[config.mk]
export PLATFORM = sky130hd
export DESIGN_NAME = cad_datapath
export DESIGN_NICKNAME = d
export VERILOG_FILES = /design/src/logic/cad_pkg.sv /design/src/logic/cad_datapath.sv
export SDC_FILE = /design/constraint.sdc
export NUM_CORES = 2
export LEC_CHECK = 0
export BUFFER_PORTS_ARGS = -buffer_cell sky130_fd_sc_hd__buf_4
export CAP_MARGIN = 0
export CELL_PAD_IN_SITES_DETAIL_PLACEMENT = 1
export CELL_PAD_IN_SITES_GLOBAL_PLACEMENT = 1
export CORE_MARGIN = 3
export CORE_UTILIZATION = 51
export DETAILED_ROUTE_END_ITERATION = 10
export GPL_TIMING_DRIVEN = 0
export PLACE_DENSITY = 0.89
export REMOVE_ABC_BUFFERS = 1
export SETUP_SLACK_MARGIN = 0.05
export SYNTH_ARGS = -nofsm -noshare
export SYNTH_HDL_FRONTEND = slang
export SYNTH_SLANG_ARGS = --single-unit
export TNS_END_PERCENT = 100
[constraint.sdc]
create_clock -name mclk -period 25.4 [get_ports mclk]
set_input_delay 2.54 -clock mclk [delete_from_list [all_inputs] [get_ports mclk]]
set_output_delay 2.54 -clock mclk [all_outputs]
set_load 0.02 [all_outputs]
[src/logic/cad_pkg.sv]
// shared types and constants of the core arithmetic datapath
package cad_pkg;

  typedef enum logic [4:0] {
    OP_ADD, OP_SUB, OP_AND, OP_IOR, OP_XOR, OP_SHIFT, OP_MUL, OP_DIV,
    OP_ACC_CLEAR, OP_SQ_DIFF, OP_SQ_DIFF_ACC, OP_MULT_ACC, OP_SQ_ACC,
    OP_ACC_PREFETCH, OP_MULT, OP_MULT_SQ, OP_MULT_NEGATE, OP_MULT_SUB,
    OP_ACC_ADD, OP_ACC_SUB, OP_ACC_NEGATE, OP_STORE, OP_STORE_ROUND,
    OP_ACC_SHIFT
  } cad_op_t;

  // integer multiply signedness: first letter operand a, second b
  typedef enum logic [1:0] {MUL_SS, MUL_UU, MUL_UxS, MUL_SxU} cad_mul_t;

  typedef enum logic [1:0] {DV_IDLE = 2'b01, DV_RUN = 2'b10} cad_dv_t;

  typedef struct packed {
    logic              vld;
    cad_op_t           op;
    logic              byteMode;
    cad_mul_t          mulMode;
    logic              lit5;
    logic              accSel;
    logic              wbEn;
    logic              xSrc;
    logic              arith;
    logic signed [5:0] shAmt;
    logic              divSigned;
    logic              div32;
    logic              toMem;
    logic [15:0]       opA;
    logic [15:0]       opB;
    logic [15:0]       opHi;
  } cad_req_t;

  // core_control_reg layout, bit 0 is multInt
  typedef struct packed {
    logic accSatMode;
    logic wrSat;
    logic acc_b_sat_enable;
    logic acc_a_sat_enable;
    logic roundConv;
    logic multUnsigned;
    logic multInt;
  } cad_ctl_t;

  typedef struct packed {
    logic digitCarry;
    logic overflow;
    logic negative;
    logic zero;
    logic carry;
  } cad_flags_t;

  localparam int          CTL_W      = 7;
  localparam int          FLG_W      = 5;
  localparam logic [7:0]  ADDR_CTL   = 8'h00;
  localparam logic [7:0]  ADDR_FLAGS = 8'h04;
  localparam logic [4:0]  DIV_LAST   = 5'h0f;
  localparam logic [15:0] HALF_LSW   = 16'h8000;
  localparam logic [15:0] SAT_POS    = 16'h7fff;
  localparam logic [15:0] SAT_NEG    = 16'h8000;
  localparam logic [39:0] MAX_N      = 40'h007fffffff;
  localparam logic [39:0] MIN_N      = 40'hff80000000;
  localparam logic [39:0] MAX_S      = 40'h7fffffffff;
  localparam logic [39:0] MIN_S      = 40'h8000000000;

  typedef struct packed {
    cad_ctl_t    ctl;
    cad_flags_t  flg;
    logic [39:0] accumulator_a;
    logic [39:0] accumulator_b;
    logic [31:0] res;
    logic        resVld;
    logic        toMem;
    logic [15:0] xb;
    logic        xbWe;
    cad_dv_t     dv;
    logic [4:0]  cnt;
    logic [15:0] rem;
    logic [15:0] quo;
    logic [15:0] dvs;
    logic        negQ;
    logic        negR;
    logic [15:0] wrkZero;
    logic [15:0] wrkOne;
    logic        wWe;
    logic        rdy;
    logic [31:0] prdata;
    logic        pready;
    logic        pslverr;
  } cad_st_t;

endpackage

[src/logic/cad_datapath.sv]
// integer alu, multiplier, divider and dsp engine of the core
//
// Decided for this implementation: the APB slave port and the register offsets.

//////////////////////////////////////////////////////////////////////////////
module cad_datapath
  import cad_pkg::*;
(
  input  wire logic        mclk,
  input  wire logic        rst_n,
  input  wire cad_req_t    req,
  output logic             reqReady,
  output logic [31:0]      resData,
  output logic             resValid,
  output logic             resToMem,
  output cad_flags_t       flags,
  output logic [15:0]      xbData,
  output logic             xbWrite,
  output logic [15:0]      wrkZero,
  output logic [15:0]      wrkOne,
  output logic             wrkWrite,
  output logic             divBusy,
  output logic [39:0]      accumulator_a,
  output logic [39:0]      accumulator_b,
  input  wire logic        psel,
  input  wire logic        penable,
  input  wire logic        pwrite,
  input  wire logic [7:0]  paddr,
  input  wire logic [31:0] pwdata,
  output logic [31:0]      prdata,
  output logic             pready,
  output logic             pslverr
);

  cad_st_t q;
  cad_st_t d;

  //////////////////////////////////////////////////////////////////////////
  function automatic logic [39:0] sat40(logic [40:0] s, logic en,
                                        logic md);
    logic ovS;
    logic ovN;
    ovS = s[40] ^ s[39];
    ovN = |s[40:31] & ~&s[40:31];
    if (en && (md ? ovS : ovN)) begin
      if (s[40]) return md ? MIN_S : MIN_N;
      return md ? MAX_S : MAX_N;
    end
    return s[39:0];
  endfunction

  function automatic logic [24:0] rnd(logic [39:0] a, logic conv,
                                      logic on);
    logic inc;
    inc = on & a[15];
    if (conv && a[15:0] == HALF_LSW) inc = on & a[16];
    return {a[39], a[39:16]} + {24'h0, inc};
  endfunction

  function automatic logic [15:0] wsat(logic [24:0] r, logic sgn,
                                       logic en);
    if (en && |r[24:15] && !(&r[24:15])) return sgn ? SAT_NEG : SAT_POS;
    return r[15:0];
  endfunction

  function automatic logic [39:0] bsh(logic [39:0] v,
                                      logic signed [5:0] n, logic ar);
    logic [5:0] m;
    m = 6'(-n);
    if (n < 0) return v << m;
    if (ar) return 40'($signed(v) >>> n);
    return v >> n;
  endfunction

  function automatic logic isDsp(cad_op_t o);
    return o >= OP_ACC_CLEAR;
  endfunction

  //////////////////////////////////////////////////////////////////////////
  // operand routing and datapath
  logic        go, sqOp, edOp, msa, msb, addSub, shPos;
  logic        ci, rMsb, nD, nV, ge;
  logic [39:0] accS, accO, p40, addL, addR, accNew, shIn, shOut;
  logic [15:0] dif, mx, my, bb, aluR, rn, qn;
  logic [33:0] prod;
  logic [40:0] sum41;
  logic [16:0] sw;
  logic [8:0]  sb;
  logic [4:0]  sn;
  logic [31:0] dvd;
  logic [31:0] mD;
  logic [16:0] t;

  assign go   = req.vld & q.rdy;
  assign accS = req.accSel ? q.accumulator_b : q.accumulator_a;
  assign accO = req.accSel ? q.accumulator_a : q.accumulator_b;
  assign dif  = req.opA - req.opB;
  assign edOp = req.op == OP_SQ_DIFF || req.op == OP_SQ_DIFF_ACC;
  assign sqOp = req.op == OP_SQ_ACC || req.op == OP_MULT_SQ;

  assign mx = req.op == OP_MUL && req.byteMode ? {8'h0, req.opA[7:0]} :
              edOp ? dif : req.opA;
  assign my = req.op == OP_MUL && req.byteMode ? {8'h0, req.opB[7:0]} :
              req.op == OP_MUL && req.lit5 ? {11'h0, req.opB[4:0]} :
              edOp ? dif : sqOp ? req.opA : req.opB;
  assign msa = isDsp(req.op) ? ~q.ctl.multUnsigned :
               ~req.byteMode &
               (req.mulMode == MUL_SS || req.mulMode == MUL_SxU);
  assign msb = isDsp(req.op) ? ~q.ctl.multUnsigned :
               ~req.byteMode & ~req.lit5 &
               (req.mulMode == MUL_SS || req.mulMode == MUL_UxS);

  assign prod = 34'($signed({msa & mx[15], mx}) *
                    $signed({msb & my[15], my}));
  // fractional product is aligned one bit left
  assign p40  = q.ctl.multInt ? {{6{prod[33]}}, prod} :
                {{5{prod[33]}}, prod, 1'b0};

  always_comb begin
    addL   = 40'h0;
    addR   = p40;
    addSub = 1'b0;
    unique case (req.op)
      OP_SQ_DIFF_ACC, OP_MULT_ACC, OP_SQ_ACC: addL = accS;
      OP_MULT_SUB: begin
        addL   = accS;
        addSub = 1'b1;
      end
      OP_MULT_NEGATE: addSub = 1'b1;
      OP_ACC_ADD: begin
        addL = accS;
        addR = accO;
      end
      OP_ACC_SUB: begin
        addL   = accS;
        addR   = accO;
        addSub = 1'b1;
      end
      OP_ACC_NEGATE: begin
        addR   = accS;
        addSub = 1'b1;
      end
      default: addR = p40;
    endcase
  end

  // 40-bit adder with a guard bit
  assign sum41  = addSub ? {addL[39], addL} - {addR[39], addR} :
                  {addL[39], addL} + {addR[39], addR};
  // clamp per the selected saturation mode
  assign accNew = sat40(sum41, req.accSel ? q.ctl.acc_b_sat_enable : q.ctl.acc_a_sat_enable,
                        q.ctl.accSatMode);

  // x bus enters at 16..31 for right, 0 for left
  assign shPos = ~req.shAmt[5] & |req.shAmt;
  assign shIn  = req.op == OP_ACC_SHIFT && !req.xSrc ? accS :
                 shPos ? {{8{req.arith & req.opA[15]}}, req.opA, 16'h0} :
                 {24'h0, req.opA};
  assign shOut = bsh(shIn, req.shAmt, req.arith);

  assign bb   = req.op == OP_SUB ? ~req.opB : req.opB;
  assign ci   = req.op == OP_SUB;
  assign sw   = {1'b0, req.opA} + {1'b0, bb} + {16'h0, ci};
  assign sb   = {1'b0, req.opA[7:0]} + {1'b0, bb[7:0]} + {8'h0, ci};
  assign sn   = {1'b0, req.opA[3:0]} + {1'b0, bb[3:0]} + {4'h0, ci};
  always_comb begin
    unique case (req.op)
      OP_AND:   aluR = req.opA & req.opB;
      OP_IOR:   aluR = req.opA | req.opB;
      OP_XOR:   aluR = req.opA ^ req.opB;
      OP_SHIFT: aluR = shPos ? shOut[31:16] : shOut[15:0];
      default:  aluR = req.byteMode ? {8'h0, sb[7:0]} : sw[15:0];
    endcase
  end
  assign rMsb = req.byteMode ? aluR[7] : aluR[15];

  // dividend from the register pair when div32, else opA alone, magnitude form
  assign dvd = req.div32 ? {req.opHi, req.opA} :
               req.divSigned ? {{16{req.opA[15]}}, req.opA} :
               {16'h0, req.opA};
  assign nD  = req.divSigned & dvd[31];
  assign mD  = nD ? 32'h0 - dvd : dvd;
  assign nV  = req.divSigned & req.opB[15];
  // one restoring step per divisor bit
  assign t   = {q.rem, q.quo[15]};
  assign ge  = t >= {1'b0, q.dvs};
  assign rn  = ge ? 16'(t - {1'b0, q.dvs}) : t[15:0];
  assign qn  = {q.quo[14:0], ge};

  //////////////////////////////////////////////////////////////////////////
  always_comb begin
    d        = q;
    d.resVld = 1'b0;
    d.xbWe   = 1'b0;
    d.wWe    = 1'b0;
    // apb: answer registered in setup, seen in the access cycle
    d.pready  = psel & ~penable;
    d.pslverr = 1'b0;
    if (psel && !penable) begin
      d.prdata = 32'h0;
      if (paddr == ADDR_CTL) d.prdata = {25'h0, q.ctl};
      else if (paddr == ADDR_FLAGS) d.prdata = {26'h0, ~q.rdy, q.flg};
      else d.pslverr = 1'b1;
    end
    if (psel && penable && q.pready && pwrite && paddr == ADDR_CTL) begin
      d.ctl = pwdata[CTL_W-1:0];
    end
    // a request is taken only while idle
    if (go) begin
      d.toMem = req.toMem;
      unique case (req.op)
        OP_ADD, OP_SUB: begin
          d.res      = {16'h0, aluR};
          d.resVld   = 1'b1;
          d.flg.carry      = req.byteMode ? sb[8] : sw[16];
          d.flg.digitCarry = req.byteMode ? sn[4] : sb[8];
          d.flg.overflow   = req.byteMode ?
            (req.opA[7] == bb[7]) & (aluR[7] != req.opA[7]) :
            (req.opA[15] == bb[15]) & (aluR[15] != req.opA[15]);
          d.flg.negative   = rMsb;
          d.flg.zero = req.byteMode ? aluR[7:0] == 8'h0 : aluR == 16'h0;
        end
        OP_AND, OP_IOR, OP_XOR, OP_SHIFT: begin
          d.res      = {16'h0, aluR};
          d.resVld   = 1'b1;
          d.flg.negative = rMsb;
          d.flg.zero = req.byteMode ? aluR[7:0] == 8'h0 : aluR == 16'h0;
        end
        OP_MUL: begin
          d.res    = prod[31:0];
          d.resVld = 1'b1;
        end
        OP_DIV: begin
          d.dv   = DV_RUN;
          d.cnt  = 5'h0;
          d.rem  = mD[31:16];
          d.quo  = mD[15:0];
          d.dvs  = nV ? 16'h0 - req.opB : req.opB;
          d.negQ = nD ^ nV;
          d.negR = nD;
          d.rdy  = 1'b0;
        end
        OP_STORE, OP_STORE_ROUND: begin
          d.xb   = wsat(rnd(accS, q.ctl.roundConv,
                            req.op == OP_STORE_ROUND),
                        accS[39], q.ctl.wrSat);
          d.xbWe = 1'b1;
        end
        OP_ACC_PREFETCH: d.xbWe = 1'b0;
        default: begin
          if (req.accSel) begin
            d.accumulator_b = req.op == OP_ACC_CLEAR ? 40'h0 :
                     req.op == OP_ACC_SHIFT ? shOut : accNew;
          end else begin
            d.accumulator_a = req.op == OP_ACC_CLEAR ? 40'h0 :
                     req.op == OP_ACC_SHIFT ? shOut : accNew;
          end
        end
      endcase
      // writeback of the other accumulator, always rounded
      if (req.wbEn && (req.op == OP_ACC_CLEAR || req.op == OP_MULT_ACC ||
          req.op == OP_ACC_PREFETCH || req.op == OP_MULT_SUB)) begin
        d.xb   = wsat(rnd(accO, q.ctl.roundConv, 1'b1), accO[39],
                      q.ctl.wrSat);
        d.xbWe = 1'b1;
      end
    end
    // sixteen steps, busy until results land
    if (q.dv == DV_RUN) begin
      d.rem = rn;
      d.quo = qn;
      d.cnt = q.cnt + 5'h1;
      if (q.cnt == DIV_LAST) begin
        d.wrkZero = q.negQ ? 16'h0 - qn : qn;
        d.wrkOne  = q.negR ? 16'h0 - rn : rn;
        d.wWe     = 1'b1;
        d.dv      = DV_IDLE;
        d.rdy     = 1'b1;
      end
    end
  end

  always_ff @(posedge mclk or negedge rst_n) begin
    if (!rst_n) begin
      q     <= '0;
      q.dv  <= DV_IDLE;
      q.rdy <= 1'b1;
    end else begin
      q <= d;
    end
  end

  assign reqReady = q.rdy;
  assign resData  = q.res;
  assign resValid = q.resVld;
  assign resToMem = q.toMem;
  assign flags    = q.flg;
  assign xbData   = q.xb;
  assign xbWrite  = q.xbWe;
  assign wrkZero  = q.wrkZero;
  assign wrkOne   = q.wrkOne;
  assign wrkWrite = q.wWe;
  assign divBusy  = ~q.rdy;
  assign accumulator_a     = q.accumulator_a;
  assign accumulator_b     = q.accumulator_b;
  assign prdata   = q.prdata;
  assign pready   = q.pready;
  assign pslverr  = q.pslverr;

  logic stA;
  assign stA = go && !req.accSel && !q.ctl.wrSat;
endmodule

==> impl_metrics.ini <==
[routing]
drc = 0
wire_per_inst_um = 30.28
wl_um = 195300
postRouteAntennaNets = 0
drt-initial-drc-count = 5398
viasPerCell = 6.966
vias = 44930
firstDrtPassIters = 8

[logic_synthesis]
synth_warnings = 0
synth-edff-count = 0
synthAdderAreaFrac = 0.2037
synth_ff_type = dfrtp_1
synth_compound_area_frac = 0.2240
synthCells = 5519
syn_area_mm2 = 0.04300
ys_ff_latch = 243
syn-mean-instance-area_um2 = 7.791
synth_top_cell_by_area = dfrtp_1
seq_area_frac_synth = 0.1415
ys_types = 109
synth_top_family_by_area = compound AO/OA/AOI/OAI gates
synth_top_area_frac = 0.1402
synth-async-reset-ratio = 1.000
yosysMostFrequentCell = nand2_1
synth_commonest_cells = 663 x nand2_1, 574 x nor2_1, 432 x inv_1
synthSimpleGateAreaFrac = 0.1854
synth-xor-area-share = 0.05133
yosys-mux-area-fraction = 0.08729
synthTopCellsByArea = dfrtp_1 14%, fa_1 14%, ha_1 6.4%

[die]
fp.coreArea_mm2 = 0.08277
fp.dieArea_mm2 = 0.08784
fp.dieH_um = 296.4
rows = 105
start_util = 0.5195
ios = 321
die_width_um = 296.4

[cells_and_area]
area_growth_pct = 6.116
nets = 5986
multi_input_area_mm2 = 0.03264
seq_area_mm2 = 0.006083
fillers = 10100
drive_gt1_frac = 0.1099

[worst_setup_path]
required_ns = 25.82
crit_path_start_kind = input port
criticalPathCategory = in -> reg
slowest_delay_ns = 0.89
crit_arrival_ns = 21.69
path_max_fanout = 30
crit_path_top_delay_cell = a211oi_1
crit_path_end_kind = register
crit_top_cell = fa_1

[sta]
finalHoldViolations = 0
finalClockSkew_ns = 0.04190
fin_crit_ns = 21.27
slew_headroom = -0.03450
rsz0062_at_grt = false
tns_ns = 0
setup_viol = 0
worst_pin_slew_ns = 1.547
max_freq_mhz = 47.02
timing.final.crit_share = 0.8373
slew_violations = 15

[place]
gp_congestion = 1.022
place_hpwl_um = 153200
portBuffers = 270

[cts]
cts_tree = yes
cts_sinks = 243
ctsResizeCount = 0
cts-htree-levels = 2
cts_made_buffers = 34
clk_pin_slew_ns = 0.06
worstSkewPairLatency_ns = 0.58
clock_path_buffers = 3
ctsHoldBuffers = 0
postCtsSetupBuffers = 0
cts_root_buf = clkbuf_16

[global_route]
antenna_found_initial = 7
grt_overflow = 0
first_global_vias = 45190
grt_pass1_wl_um = 289800
grt_max_degree = 106
gr-usage-all-layers = 0.4359

[run_status]
violations = max-capacitance violations, max-slew violations
status = finished, violations left

[job]
max-cap-violations = 3

[worst_hold_path]
hold_path_class = reg -> reg
==> per-stage QoR <==
stage / util / instance area [um2] / worst slack [ns] / cells / hold WS (ns)
3_3_place_gp: 0.5256 / 43510 / 2.753 / 6344 / 0.4512
2_1_floorplan: - / 40140 / 8.366 / 5004 / 0.4429
3_5_place_dp: 0.5357 / 44340 / 4.125 / 6382 / 0.4703
4_1_cts: 0.5506 / 45580 / 4.681 / 6444 / 0.4829
6_report: 0.5513 / 45630 / 4.133 / 6449 / 0.4749
5_1_grt: 0.5512 / 45620 / 3.138 / 6446 / 0.5101
==> registers in the layout, indices dropped and copies added (netlist names) <==
signal / count
q: 64
accumulator_a: 40
accumulator_b: 40
resData: 32
wrkOne: 16
wrkZero: 16
xbData: 16
prdata: 7
flags: 5
pready: 1
pslverr: 1
reqReady: 1
resToMem: 1
resValid: 1
wrkWrite: 1
xbWrite: 1
==> area by class of cell <==
class,instances,share of cell area
multi-input cells,4325,0.7154
clock buffers,43,0.02095
inverters,436,0.03592
clock inverters,19,0.006197
flip-flops and latches,243,0.1333
diodes,3,0.0001645
repair buffers,310,0.05873
well taps,1070,0.02934
==> cell families (layout without fill, tap and decap cells) <==
group,count (synthesis),count (layout)
AO/OA/AOI/OAI,1459,1459
XOR/XNOR,252,252
AND/OR/NAND/NOR,1781,1781
other,1,28
buffers and inverters,975,808
multiplexers,288,288
flip-flops,243,243
adder cells (fa/ha/maj),520,520
==> cell usage in the layout, fill, tap and decap left out, types with 19 or more instances in the layout <==
| master | synthesis | routed |
|---|---|---|
| or2_2 | 22 | 22 |
| or3_1 | 41 | 41 |
| nor3_1 | 106 | 104 |
| mux4_2 | 65 | 65 |
| o21a_1 | 37 | 37 |
| a31oi_1 | 45 | 45 |
| and3_1 | 38 | 38 |
| inv_1 | 432 | 430 |
| conb_1 | 1 | 25 |
| o21bai_1 | 27 | 27 |
| o221ai_1 | 22 | 19 |
| xor2_1 | 88 | 87 |
| fa_1 | 300 | 300 |
| o21ai_0 | 396 | 396 |
| nor2_1 | 574 | 569 |
| o31ai_1 | 67 | 67 |
| a22oi_1 | 33 | 33 |
| mux2_2 | 46 | 46 |
| nand4_1 | 33 | 33 |
| nor4_1 | 19 | 19 |
| and2_1 | 32 | 32 |
| buf_4 | 208 | 276 |
| nand2_1 | 663 | 658 |
| clkbuf_16 | 0 | 35 |
| o22ai_1 | 31 | 30 |
| nand2b_1 | 43 | 43 |
| a21o_1 | 35 | 35 |
| nor2b_1 | 38 | 37 |
| nand3_1 | 89 | 88 |
| a21oi_1 | 301 | 295 |
| xnor2_1 | 164 | 162 |
| o211ai_1 | 52 | 52 |
| a221oi_1 | 68 | 68 |
| ha_1 | 220 | 219 |
| mux2i_1 | 177 | 174 |
| a211oi_1 | 86 | 83 |
| dfrtp_1 | 241 | 241 |
| a32o_1 | 22 | 22 |
==> critical path, delay by kind of cell <==
kind	cells	cell delay, ns
AND/OR/NAND/NOR	20	6.11
AO/OA/AOI/OAI	21	5.75
adder cells (fa/ha/maj)	10	5.17
XOR/XNOR	4	1.31
buffers and inverters	5	0.71
==> per-layer routing <==
metal  track usage  wire length (um)  vias up  part of all wire
li1              -                 -    18830                 -
met5             0                27        -           0.00014
met4        0.2115             11640        4             0.060
met2        0.6497             83030     2873              0.43
met3        0.1313             24590      688              0.13
met1        0.5779             75970    22530              0.39
==> final timing paths <==
path                            cells after the start                       endpoint                from  slack, ns
worst min-delay path                                2              q[83]$_DFFE_PN0P_   q[83]$_DFFE_PN0P_       0.47
worst max-delay path                               60  accumulator_b[24]$_DFFE_PN0P_             req[33]       4.13
worst max register to register                     48  accumulator_b[24]$_DFFE_PN0P_  q[262]$_DFFE_PN0P_       8.35
worst min register to register                      2              q[83]$_DFFE_PN0P_   q[83]$_DFFE_PN0P_       0.47
min in group asynchronous                           1          wrkOne[2]$_DFFE_PN0P_               rst_n       1.92
max in group asynchronous                           3  accumulator_b[26]$_DFFE_PN0P_               rst_n      22.06
Power is not shown: default switching activity piles up to over one toggle a cycle in this logic, so the estimate is an artifact.
